==> src/srcp_pkg.sv <==
// constants for the serial register command parser
package srcp_pkg;
    // ----------------------------------------------------------------
    // clock and bit rates
    // ----------------------------------------------------------------
    localparam int CLK_HZ = 20_000_000;
    localparam int BAUD_9600 = 9600;
    localparam int BAUD_19200 = 19200;
    localparam int BAUD_38400 = 38400;
    localparam int BAUD_57600 = 57600;
    localparam int BAUD_115200 = 115200;
    localparam logic [11:0] DIV_9600 = 12'(CLK_HZ / BAUD_9600);
    localparam logic [11:0] DIV_19200 = 12'(CLK_HZ / BAUD_19200);
    localparam logic [11:0] DIV_38400 = 12'(CLK_HZ / BAUD_38400);
    localparam logic [11:0] DIV_57600 = 12'(CLK_HZ / BAUD_57600);
    localparam logic [11:0] DIV_115200 = 12'(CLK_HZ / BAUD_115200);
    // ----------------------------------------------------------------
    // rate select codes
    // ----------------------------------------------------------------
    localparam logic [2:0] SEL_9600 = 3'h0;
    localparam logic [2:0] SEL_19200 = 3'h1;
    localparam logic [2:0] SEL_38400 = 3'h2;
    localparam logic [2:0] SEL_57600 = 3'h3;
    localparam logic [2:0] SEL_115200 = 3'h4;
    // ----------------------------------------------------------------
    // command bytes and frame lengths
    // ----------------------------------------------------------------
    localparam logic [7:0] OP_WRITE = 8'h57;
    localparam logic [7:0] OP_READ = 8'h52;
    localparam logic [7:0] RSP_ACK = 8'h06;
    localparam logic [7:0] RSP_ERR = 8'h15;
    localparam logic [2:0] WR_BODY_LEN = 3'h6;
    localparam logic [2:0] RD_BODY_LEN = 3'h2;
    localparam logic [2:0] RSP_LEN_ACK = 3'h1;
    localparam logic [2:0] RSP_LEN_READ = 3'h5;
    localparam logic [3:0] UART_LAST_BIT = 4'h9;
    localparam logic [3:0] TX_TICKS = 4'hA;

    typedef enum logic [2:0] {P_OPCODE, P_BODY, P_EXEC, P_RDWAIT, P_SEND} srcp_state_t;

    // map a rate code to a clock divisor; unknown codes give zero
    function automatic logic [11:0] srcp_div(input logic [2:0] sel);
        case (sel)
            SEL_9600: srcp_div = DIV_9600;
            SEL_19200: srcp_div = DIV_19200;
            SEL_38400: srcp_div = DIV_38400;
            SEL_57600: srcp_div = DIV_57600;
            SEL_115200: srcp_div = DIV_115200;
            default: srcp_div = 12'h000;
        endcase
    endfunction
endpackage

==> src/srcp_parser.sv <==
// serial register command parser: uart, frame decoder and responder
`timescale 1ns/1ps
// Overview of operation
// - write frame is seven bytes: 0x57, two address bytes, four data bytes.
// - read frame is three bytes: 0x52, two address bytes; register content returned.
// - address and data travel most significant byte first.
// - an invalid command is answered with a command-error byte.
// - rates 9600, 19200, 38400, 57600, 115200 baud; host must match.
// - after reset the link runs at 115200 baud until another is chosen.
module srcp_parser (
    // clock and reset
    input wire logic ref_clk,
    input wire logic rstn,
    // serial link
    input wire logic uart_rxd,
    output logic uart_txd,
    // rate selection
    input wire logic baud_set,
    input wire logic [2:0] baud_sel,
    // internal register access
    output logic reg_wr,
    output logic reg_rd,
    output logic [15:0] reg_addr,
    output logic [31:0] reg_wdata,
    input wire logic [31:0] reg_rdata,
    // status
    output logic cmd_err
);
    // ----------------------------------------------------------------
    // rate divisor
    // ----------------------------------------------------------------
    logic [11:0] div_r, div_nxt;
    logic rx_busy_r, tx_busy_r;

    // a change only lands while the line is quiet, so no byte is split
    always_comb begin
        div_nxt = div_r;
        if (baud_set && !rx_busy_r && !tx_busy_r &&
            srcp_pkg::srcp_div(baud_sel) != 12'h000) begin
            div_nxt = srcp_pkg::srcp_div(baud_sel);
        end
    end

    always_ff @(posedge ref_clk) begin
        if (!rstn) begin
            div_r <= srcp_pkg::DIV_115200;
        end else begin
            div_r <= div_nxt;
        end
    end

    // ----------------------------------------------------------------
    // receiver
    // ----------------------------------------------------------------
    logic rx_s1_r, rx_s2_r;
    logic rx_busy_nxt;
    logic [11:0] rx_cnt_r, rx_cnt_nxt;
    logic [3:0] rx_bit_r, rx_bit_nxt;
    logic [7:0] rx_sh_r, rx_sh_nxt;
    logic byte_vld, byte_err;

    always_comb begin
        rx_busy_nxt = rx_busy_r;
        rx_cnt_nxt = rx_cnt_r;
        rx_bit_nxt = rx_bit_r;
        rx_sh_nxt = rx_sh_r;
        byte_vld = 1'b0;
        byte_err = 1'b0;
        if (!rx_busy_r) begin
            if (!rx_s2_r) begin
                rx_busy_nxt = 1'b1;
                rx_cnt_nxt = div_r >> 1;
                rx_bit_nxt = 4'h0;
            end
        end else if (rx_cnt_r != 12'h000) begin
            rx_cnt_nxt = rx_cnt_r - 12'h001;
        end else begin
            rx_cnt_nxt = div_r - 12'h001;
            rx_bit_nxt = rx_bit_r + 4'h1;
            if (rx_bit_r == 4'h0) begin
                // a glitch shorter than half a bit is not a start bit
                rx_busy_nxt = !rx_s2_r;
            end else if (rx_bit_r == srcp_pkg::UART_LAST_BIT) begin
                rx_busy_nxt = 1'b0;
                byte_vld = rx_s2_r;
                byte_err = !rx_s2_r;
            end else begin
                rx_sh_nxt = {rx_s2_r, rx_sh_r[7:1]};
            end
        end
    end

    always_ff @(posedge ref_clk) begin
        if (!rstn) begin
            rx_s1_r <= 1'b1;
            rx_s2_r <= 1'b1;
            rx_busy_r <= 1'b0;
            rx_cnt_r <= 12'h000;
            rx_bit_r <= 4'h0;
            rx_sh_r <= 8'h00;
        end else begin
            rx_s1_r <= uart_rxd;
            rx_s2_r <= rx_s1_r;
            rx_busy_r <= rx_busy_nxt;
            rx_cnt_r <= rx_cnt_nxt;
            rx_bit_r <= rx_bit_nxt;
            rx_sh_r <= rx_sh_nxt;
        end
    end

    // ----------------------------------------------------------------
    // frame decoder, responder and transmitter
    // ----------------------------------------------------------------
    srcp_pkg::srcp_state_t st_r, st_nxt;
    logic is_wr_r, is_wr_nxt;
    logic [2:0] len_r, len_nxt;
    logic [47:0] body_r, body_nxt;
    logic [39:0] rsp_r, rsp_nxt;
    logic [2:0] rsp_cnt_r, rsp_cnt_nxt;
    logic tx_busy_nxt, txd_nxt;
    logic [11:0] tx_cnt_r, tx_cnt_nxt;
    logic [3:0] tx_bit_r, tx_bit_nxt;
    logic [8:0] tx_sh_r, tx_sh_nxt;
    logic reg_wr_nxt, reg_rd_nxt, cmd_err_nxt;
    logic [15:0] reg_addr_nxt;
    logic [31:0] reg_wdata_nxt;

    always_comb begin
        st_nxt = st_r;
        is_wr_nxt = is_wr_r;
        len_nxt = len_r;
        body_nxt = body_r;
        rsp_nxt = rsp_r;
        rsp_cnt_nxt = rsp_cnt_r;
        reg_wr_nxt = 1'b0;
        reg_rd_nxt = 1'b0;
        cmd_err_nxt = 1'b0;
        reg_addr_nxt = reg_addr;
        reg_wdata_nxt = reg_wdata;
        tx_busy_nxt = tx_busy_r;
        tx_cnt_nxt = tx_cnt_r;
        tx_bit_nxt = tx_bit_r;
        tx_sh_nxt = tx_sh_r;
        txd_nxt = uart_txd;
        case (st_r)
            srcp_pkg::P_OPCODE: begin
                if (byte_vld && rx_sh_r == srcp_pkg::OP_WRITE) begin
                    is_wr_nxt = 1'b1;
                    len_nxt = srcp_pkg::WR_BODY_LEN;
                    st_nxt = srcp_pkg::P_BODY;
                end else if (byte_vld && rx_sh_r == srcp_pkg::OP_READ) begin
                    is_wr_nxt = 1'b0;
                    len_nxt = srcp_pkg::RD_BODY_LEN;
                    st_nxt = srcp_pkg::P_BODY;
                end else if (byte_vld || byte_err) begin
                    rsp_nxt = {srcp_pkg::RSP_ERR, 32'h0000_0000};
                    rsp_cnt_nxt = srcp_pkg::RSP_LEN_ACK;
                    cmd_err_nxt = 1'b1;
                    st_nxt = srcp_pkg::P_SEND;
                end
            end
            srcp_pkg::P_BODY: begin
                if (byte_err) begin
                    // a broken byte spoils the whole frame
                    rsp_nxt = {srcp_pkg::RSP_ERR, 32'h0000_0000};
                    rsp_cnt_nxt = srcp_pkg::RSP_LEN_ACK;
                    cmd_err_nxt = 1'b1;
                    st_nxt = srcp_pkg::P_SEND;
                end else if (byte_vld) begin
                    body_nxt = {body_r[39:0], rx_sh_r};
                    len_nxt = len_r - 3'h1;
                    if (len_r == 3'h1) begin
                        st_nxt = srcp_pkg::P_EXEC;
                    end
                end
            end
            srcp_pkg::P_EXEC: begin
                if (is_wr_r) begin
                    reg_wr_nxt = 1'b1;
                    reg_addr_nxt = body_r[47:32];
                    reg_wdata_nxt = body_r[31:0];
                    rsp_nxt = {srcp_pkg::RSP_ACK, 32'h0000_0000};
                    rsp_cnt_nxt = srcp_pkg::RSP_LEN_ACK;
                    st_nxt = srcp_pkg::P_SEND;
                end else begin
                    reg_rd_nxt = 1'b1;
                    reg_addr_nxt = body_r[15:0];
                    st_nxt = srcp_pkg::P_RDWAIT;
                end
            end
            srcp_pkg::P_RDWAIT: begin
                rsp_nxt = {srcp_pkg::RSP_ACK, reg_rdata};
                rsp_cnt_nxt = srcp_pkg::RSP_LEN_READ;
                st_nxt = srcp_pkg::P_SEND;
            end
            srcp_pkg::P_SEND: begin
                // bytes arriving while the answer goes out are dropped
                if (!tx_busy_r && rsp_cnt_r != 3'h0) begin
                    tx_busy_nxt = 1'b1;
                    tx_cnt_nxt = div_r - 12'h001;
                    tx_bit_nxt = 4'h0;
                    tx_sh_nxt = {1'b1, rsp_r[39:32]};
                    txd_nxt = 1'b0;
                    rsp_nxt = {rsp_r[31:0], 8'h00};
                    rsp_cnt_nxt = rsp_cnt_r - 3'h1;
                end else if (!tx_busy_r) begin
                    st_nxt = srcp_pkg::P_OPCODE;
                end
            end
            default: st_nxt = srcp_pkg::P_OPCODE;
        endcase
        if (tx_busy_r) begin
            if (tx_cnt_r != 12'h000) begin
                tx_cnt_nxt = tx_cnt_r - 12'h001;
            end else begin
                tx_cnt_nxt = div_r - 12'h001;
                tx_bit_nxt = tx_bit_r + 4'h1;
                if (tx_bit_r + 4'h1 == srcp_pkg::TX_TICKS) begin
                    tx_busy_nxt = 1'b0;
                end else begin
                    txd_nxt = tx_sh_r[0];
                    tx_sh_nxt = {1'b1, tx_sh_r[8:1]};
                end
            end
        end
    end

    always_ff @(posedge ref_clk) begin
        if (!rstn) begin
            st_r <= srcp_pkg::P_OPCODE;
            is_wr_r <= 1'b0;
            len_r <= 3'h0;
            body_r <= 48'h0000_0000_0000;
            rsp_r <= 40'h00_0000_0000;
            rsp_cnt_r <= 3'h0;
            tx_busy_r <= 1'b0;
            tx_cnt_r <= 12'h000;
            tx_bit_r <= 4'h0;
            tx_sh_r <= 9'h1FF;
            uart_txd <= 1'b1;
            reg_wr <= 1'b0;
            reg_rd <= 1'b0;
            reg_addr <= 16'h0000;
            reg_wdata <= 32'h0000_0000;
            cmd_err <= 1'b0;
        end else begin
            st_r <= st_nxt;
            is_wr_r <= is_wr_nxt;
            len_r <= len_nxt;
            body_r <= body_nxt;
            rsp_r <= rsp_nxt;
            rsp_cnt_r <= rsp_cnt_nxt;
            tx_busy_r <= tx_busy_nxt;
            tx_cnt_r <= tx_cnt_nxt;
            tx_bit_r <= tx_bit_nxt;
            tx_sh_r <= tx_sh_nxt;
            uart_txd <= txd_nxt;
            reg_wr <= reg_wr_nxt;
            reg_rd <= reg_rd_nxt;
            reg_addr <= reg_addr_nxt;
            reg_wdata <= reg_wdata_nxt;
            cmd_err <= cmd_err_nxt;
        end
    end

    // ----------------------------------------------------------------
    // checks
    // ----------------------------------------------------------------
    logic [7:0] first_addr_r;
    always_ff @(posedge ref_clk) begin
        if (byte_vld && st_r == srcp_pkg::P_BODY && is_wr_r &&
            len_r == srcp_pkg::WR_BODY_LEN) begin
            first_addr_r <= rx_sh_r;
        end
    end
endmodule // srcp_parser

==> config.mk <==
export PLATFORM = sky130hd
export DESIGN_NAME = srcp_parser
export DESIGN_NICKNAME = d
export VERILOG_FILES = /design/src/srcp_pkg.sv /design/src/srcp_parser.sv
export SDC_FILE = /design/constraint.sdc
export NUM_CORES = 1
export LEC_CHECK = 0
export BUFFER_PORTS_ARGS = -buffer_cell sky130_fd_sc_hd__buf_2
export CORE_MARGIN = 4
export CORE_UTILIZATION = 55
export DETAILED_ROUTE_END_ITERATION = 7
export GPL_TIMING_DRIVEN = 1
export HOLD_SLACK_MARGIN = 0.1
export PLACE_DENSITY = 0.75
export SLEW_MARGIN = 0
export SYNTH_ARGS = -nofsm -noshare
export SYNTH_HDL_FRONTEND = slang
export SYNTH_SLANG_ARGS = --single-unit
==> constraint.sdc <==
create_clock -name ref_clk -period 5.4 [get_ports ref_clk]
set_input_delay 1.08 -clock ref_clk [delete_from_list [all_inputs] [get_ports ref_clk]]
set_output_delay 1.08 -clock ref_clk [all_outputs]
set_load 0.02 [all_outputs]
* After elaboration in Yosys (flattened, before gate mapping) *
Index checks and enable logic that the tools add are counted.

word-level totals
  register bits after elaboration = 215
  word-level logic and storage cells = 177
  output and inout port bits = 52
  input port bits = 39

operators by class
  reductions and logical operators = 32
  bitwise logic cells = 4
  add/subtract/negate cells = 7
  equality and inequality tests = 29
  muxes and demuxes = 82

operators with widths
  kind                                                                   number
  40-bit two-way mux                                                     6
  40-bit one-hot mux with 5 select lines                                 1
  12-bit two-way mux                                                     7
  12-bit one-hot mux with 5 select lines                                 1
  3-bit two-way mux                                                      19
  9-bit two-way mux                                                      5
  12-bit nonzero test                                                    3
  12-bit by 1-bit subtractor with 12-bit output (second input constant)  3
  1-bit two-way mux                                                      31
  3-bit one-hot mux with 5 select lines                                  2
  4-bit two-way mux                                                      7
  2-bit inequality test (second input constant)                          12
  8-bit by 7-bit == test with 1-bit output (second input constant)       2
  16-bit two-way mux                                                     1
  3-bit by 2-bit == test with 1-bit output (second input constant)       4
  2-bit AND reduction                                                    5
  3-bit by 1-bit == test with 1-bit output (second input constant)       3
  3-bit inequality test (second input constant)                          3
  4-bit by 1-bit adder with 4-bit output (second input constant)         2
  4-bit == test (second input constant)                                  2
  4-bit AND reduction                                                    2
  2-bit nonzero test                                                     4
  7-bit AND reduction                                                    1
  3-bit == test (second input constant)                                  2
  other kinds (14)                                                       26

* Longest topological paths before layout *
  depth in word-level cells = 10
  gate-level depth with buffers = 9

* Worst setup path after synthesis *
OpenSTA, ideal clock, no wires.

  path type = register to register
  from = reg rx_cnt_r[0]
  to = reg body_r[28]
  slack = 3227 ps
  stages on the path, launching flop included = 10
  arrival time = 2041 ps
  setup time = 132 ps
  path buffers = 2
  cell sequence = dfxtp_1 inv_1 ha_1 nor4b_2 nand3_2 or4_1 buf_2 buf_6 nand2_1 a21oi_1

between the ends
  word-level cells in the longest chain between the ends = 5
  elaborated cells on any way between the ends = 7
  classes of those cells = mux (4); bitwise (1); reduce/logical (2)

ends and longest elaborated chain
  element                                   line                source
  start: declaration                        srcp_parser.sv:57   logic [11:0] rx_cnt_r, rx_cnt_nxt;
  start signal: assignment                  srcp_parser.sv:105  rx_cnt_r <= rx_cnt_nxt;
  12-bit nonzero test (*)                   srcp_parser.sv:75   end else if (rx_cnt_r != 12'h000) begin
  1-bit two-way mux                         srcp_parser.sv:75
  1-bit two-way mux                         srcp_parser.sv:69   if (!rx_busy_r) begin
  1-bit inverter (no source line)           -
  3-bit AND reduction (no source line) (*)  -
  end signal: assignment                    srcp_parser.sv:250  body_r <= body_nxt;
  end: declaration                          srcp_parser.sv:117  logic [47:0] body_r, body_nxt;

Every way passes the cells marked *; elsewhere a longest branch is shown, timed or not.
A chain may end at the register's enable or synchronous reset.

* Worst setup path after layout *
  from = reg rx_cnt_r[0]
  to = reg rsp_r[37]

between the ends
  word-level cells in the longest chain between the ends = 6
  elaborated cells on any way between the ends = 13
  classes of those cells = eq/ne (4); mux (4); reduce/logical (5)

ends and longest elaborated chain
  element                                         line                source
  12-bit nonzero test (*)                         srcp_parser.sv:75
  1-bit two-way mux                               srcp_parser.sv:75
  1-bit two-way mux                               srcp_parser.sv:69
  1-bit logical OR, or another cell as far along  srcp_parser.sv:155  end else if (byte_vld || byte_err) begin
  2-bit inequality test (no source line)          -
  7-bit AND reduction (no source line) (*)        -
  end signal: assignment                          srcp_parser.sv:251  rsp_r <= rsp_nxt;
  end: declaration                                srcp_parser.sv:118  logic [39:0] rsp_r, rsp_nxt;

Marks and branches as above.

==> results by group <==
Layout
  – Ant diodes: 0
  – Nets: 1228
  – Layout Area Growth over Synthesis: 13.91%
  – Post-Route Utilization: 64.53%
  – Share of cells above drive strength 1: 14.54%
  – Post-route insts no fill: 1410

Yosys
  – Ys Warns: 0
  – Adder-cell area share of the yosys netlist: 1.719%
  – Number of synthesized flops with an enable pin: 0
  – Syn Nets: 1180
  – Largest family of logic cells by synthesized area: compound AO/OA/AOI/OAI gates
  – Ys flop type: dfxtp_1
  – Sequential fraction of the synthesis area: 45.07%
  – Top-area cell type share of the netlist area: 45.07%
  – XOR/XNOR share of the synthesized area: under 10%
  – Area contributors post-synth: dfxtp_1, nand2_1, a21oi_1
  – Yosys top cell by area: dfxtp_1
  – Synth async-reset ratio: 0%
  – Post-synthesis cell count: 1128
  – Dominant cell by count in the synthesized netlist: nand2_1
  – Synth Cell Area: 9460 um2
  – Simple-gate share of the synthesized area: roughly 20%
  – Mux cell area share after synthesis: 5.978%
  – Syn Area/Cell: about 8.4 um2
  – Area fraction in compound gates after synthesis: roughly a fifth
  – Synth Register Bits: around 210
  – Synth cell count leaders: nand2_1, dfxtp_1, a21oi_1
  – Synth cell types: 75

Floorplanning
  – # IOs: 91
  – Initial cell density of the core: 56.65%
  – Die height: 139.2 um
  – Die Width: roughly 140 um
  – # rows: 47
  – Core area: 16700 um2
  – Die area: 19360 um2

Detailed routing
  – DRT Wirelength: 22590 um
  – Post-route DRC: 0
  – Via density: 5.793
  – WL/cell: 16.02 um
  – Routed Antenna Nets: 0
  – Via Count: 8168
  – First-pass DRT Iterations: 5
  – Initial drt markers: 599

Placement
  – Place WS: 2.072 ns
  – DP HPWL: 14280 um
  – DP Cell Count: 1371
  – RD Place Congestion: 0.8356
  – Port-buffer cells: 90

Hold path
  – Hold path depth: 1
  – Hold Crit Start: tx_sh_r[8]
  – Hold EP: tx_sh_r[8]
  – Min-delay worst type: reg -> reg

STA
  – Fin. max-slew vios: 0
  – Final Setup Violations: 0
  – Min cycle time layout: 3.428 ns
  – RSZ-0062 raised after global routing: no
  – Final hold vios: 0
  – Slew headroom: 26.48%
  – Worst-margin pin slew: 1.100 ns
  – Peak Freq: 291.7 MHz
  – Fin Clk Skew: 0.01394 ns
  – Worst setup margin: 1.972 ns
  – Setup TNS Final: 0 ns
  – Period utilisation layout: 63.49%

Global routing
  – Largest net degree at the start of global routing: ~130
  – Global-route wire length before repair: between 30000 and 40000 um
  – Vias in the first global route: 7841
  – All-Layer GR Usage: about 23%
  – GR Overflow Total: 0
  – Initial antenna violation count: 0

Critical path
  – Crit path max fanout: 28
  – WP data arrival: between 3 and 4 ns
  – Critical path endpoint category: flop
  – R2r endpoint: rsp_r[37]
  – Crit path kind: reg -> reg
  – Worst R2R Start: rx_cnt_r[0]
  – WP data required: 5.84 ns
  – Startpoint types: flop
  – Reg2Reg Setup Slack: roughly 2.0 ns
  – Reg2reg path depth: 9

Run status
  – Run status: finished clean

Clock network
  – Clock tree buffer depth: 3
  – Worst-Skew Late Latency: 0.52 ns
  – H-tree levels: 1
  – Reg clk slew, reported paths: 0.06 ns
  – Post-CTS Resized: 0
  – # hold bufs at CTS: 0
  – Root Driver: clkbuf_16
  – CTS tree: done
  – TritonCTS sink count: between 200 and 250
  – Postcts setup bufs: 0
  – Number of CTS-inserted buffers: 23

Power and ir drop
  – Leak pwr: 3.804 nW
  – P per Cell Area: 318.2 nW/um2
  – Design Power: 3.429 mW
  – Peak VDD IR: ~0.22 mV

Job
  – Max Cap Viol: 0
[logic make-up after synthesis]
family | count (synthesis)
simple gates | 415
compound gates | 311
flops | 213
buf+inv | 104
mux | 55
xor+xnor | 17
fa+ha+maj | 13
[power breakdown]
group          switching (mW)  internal [mW]
clock network           0.629          0.999
logic                   0.126         0.0707
registers              0.0199           1.59
total                   0.775           2.65
[through the flow]
step	instance area [um2]	hold WS (ns)
2_1_floorplan	9460	0.3863
3_3_place_gp	9995	0.4210
3_5_place_dp	9995	0.4255
4_1_cts	10780	0.4443
5_1_grt	10780	0.4688
6_report	10780	0.4418
[layer usage]
layer / global-route usage (%) / vias to the layer above / part of all wire, %
met4: 5.561 / 0 / 2.4
met3: 3.310 / 41 / 4.8
li1: - / 4078 / -
met5: 0 / - / 0
met2: 37.36 / 211 / 47
met1: 31.19 / 3838 / 46
[flip-flops by register name, indices dropped and copies added, names as in the netlist, 8 cells and up]
signal     count
body_r        48
div_r         10
reg_addr      16
reg_wdata     32
rsp_r         40
rx_cnt_r      12
rx_sh_r        8
tx_cnt_r      12
tx_sh_r        9
[layout by cell type, fill, tap and decap left out, types with 13 or more instances in the layout]
master     count
dfxtp_1      213
buf_4         15
o21ai_0       19
o21ai_1       13
a21oi_1      139
a211oi_1      57
nor3_1        15
ha_1          13
a22oi_1       25
buf_2         90
mux2i_1       43
clkbuf_16     23
nor2_1        71
inv_1         19
nand2_1      217
nand3_1       29
nand2b_1      14
[critical path, cell delays in order, from the launching register on]
cell     delay (ns)
dfxtp_1        0.33
inv_1          0.08
ha_1           0.21
nor4b_2        0.40
nand3_2        0.40
o21ai_2        0.23
buf_4          0.32
and2_1         0.73
buf_4          0.40
mux2i_1        0.22
[final cells by class]
type | instances | area [um2]
Clock inverter | 5 | 115.1
Multi-Input combinational cell | 811 | 4791
Inverter | 21 | 81.33
Tap cell | 220 | 275.3
Fill cell | 1465 | 5924
Timing Repair Buffer | 106 | 583.1
Sequential cell | 213 | 4264
Clock buffer | 34 | 666.9
[worst max path at each step]
stage                     cells past startpoint        start            to  slack (ns)
final                                         9  rx_cnt_r[0]     rsp_r[37]        1.97
after global routing                          9  rx_cnt_r[0]     rsp_r[36]        1.74
after CTS                                     9  rx_cnt_r[0]     rsp_r[37]        2.03
after detailed placement                      9  rx_cnt_r[0]  rsp_cnt_r[1]        2.07
after global placement                        9  rx_cnt_r[0]     rsp_r[32]        2.14
after floorplan                               9  rx_cnt_r[0]    body_r[28]        3.23
Power figures use the tool's default switching activity.
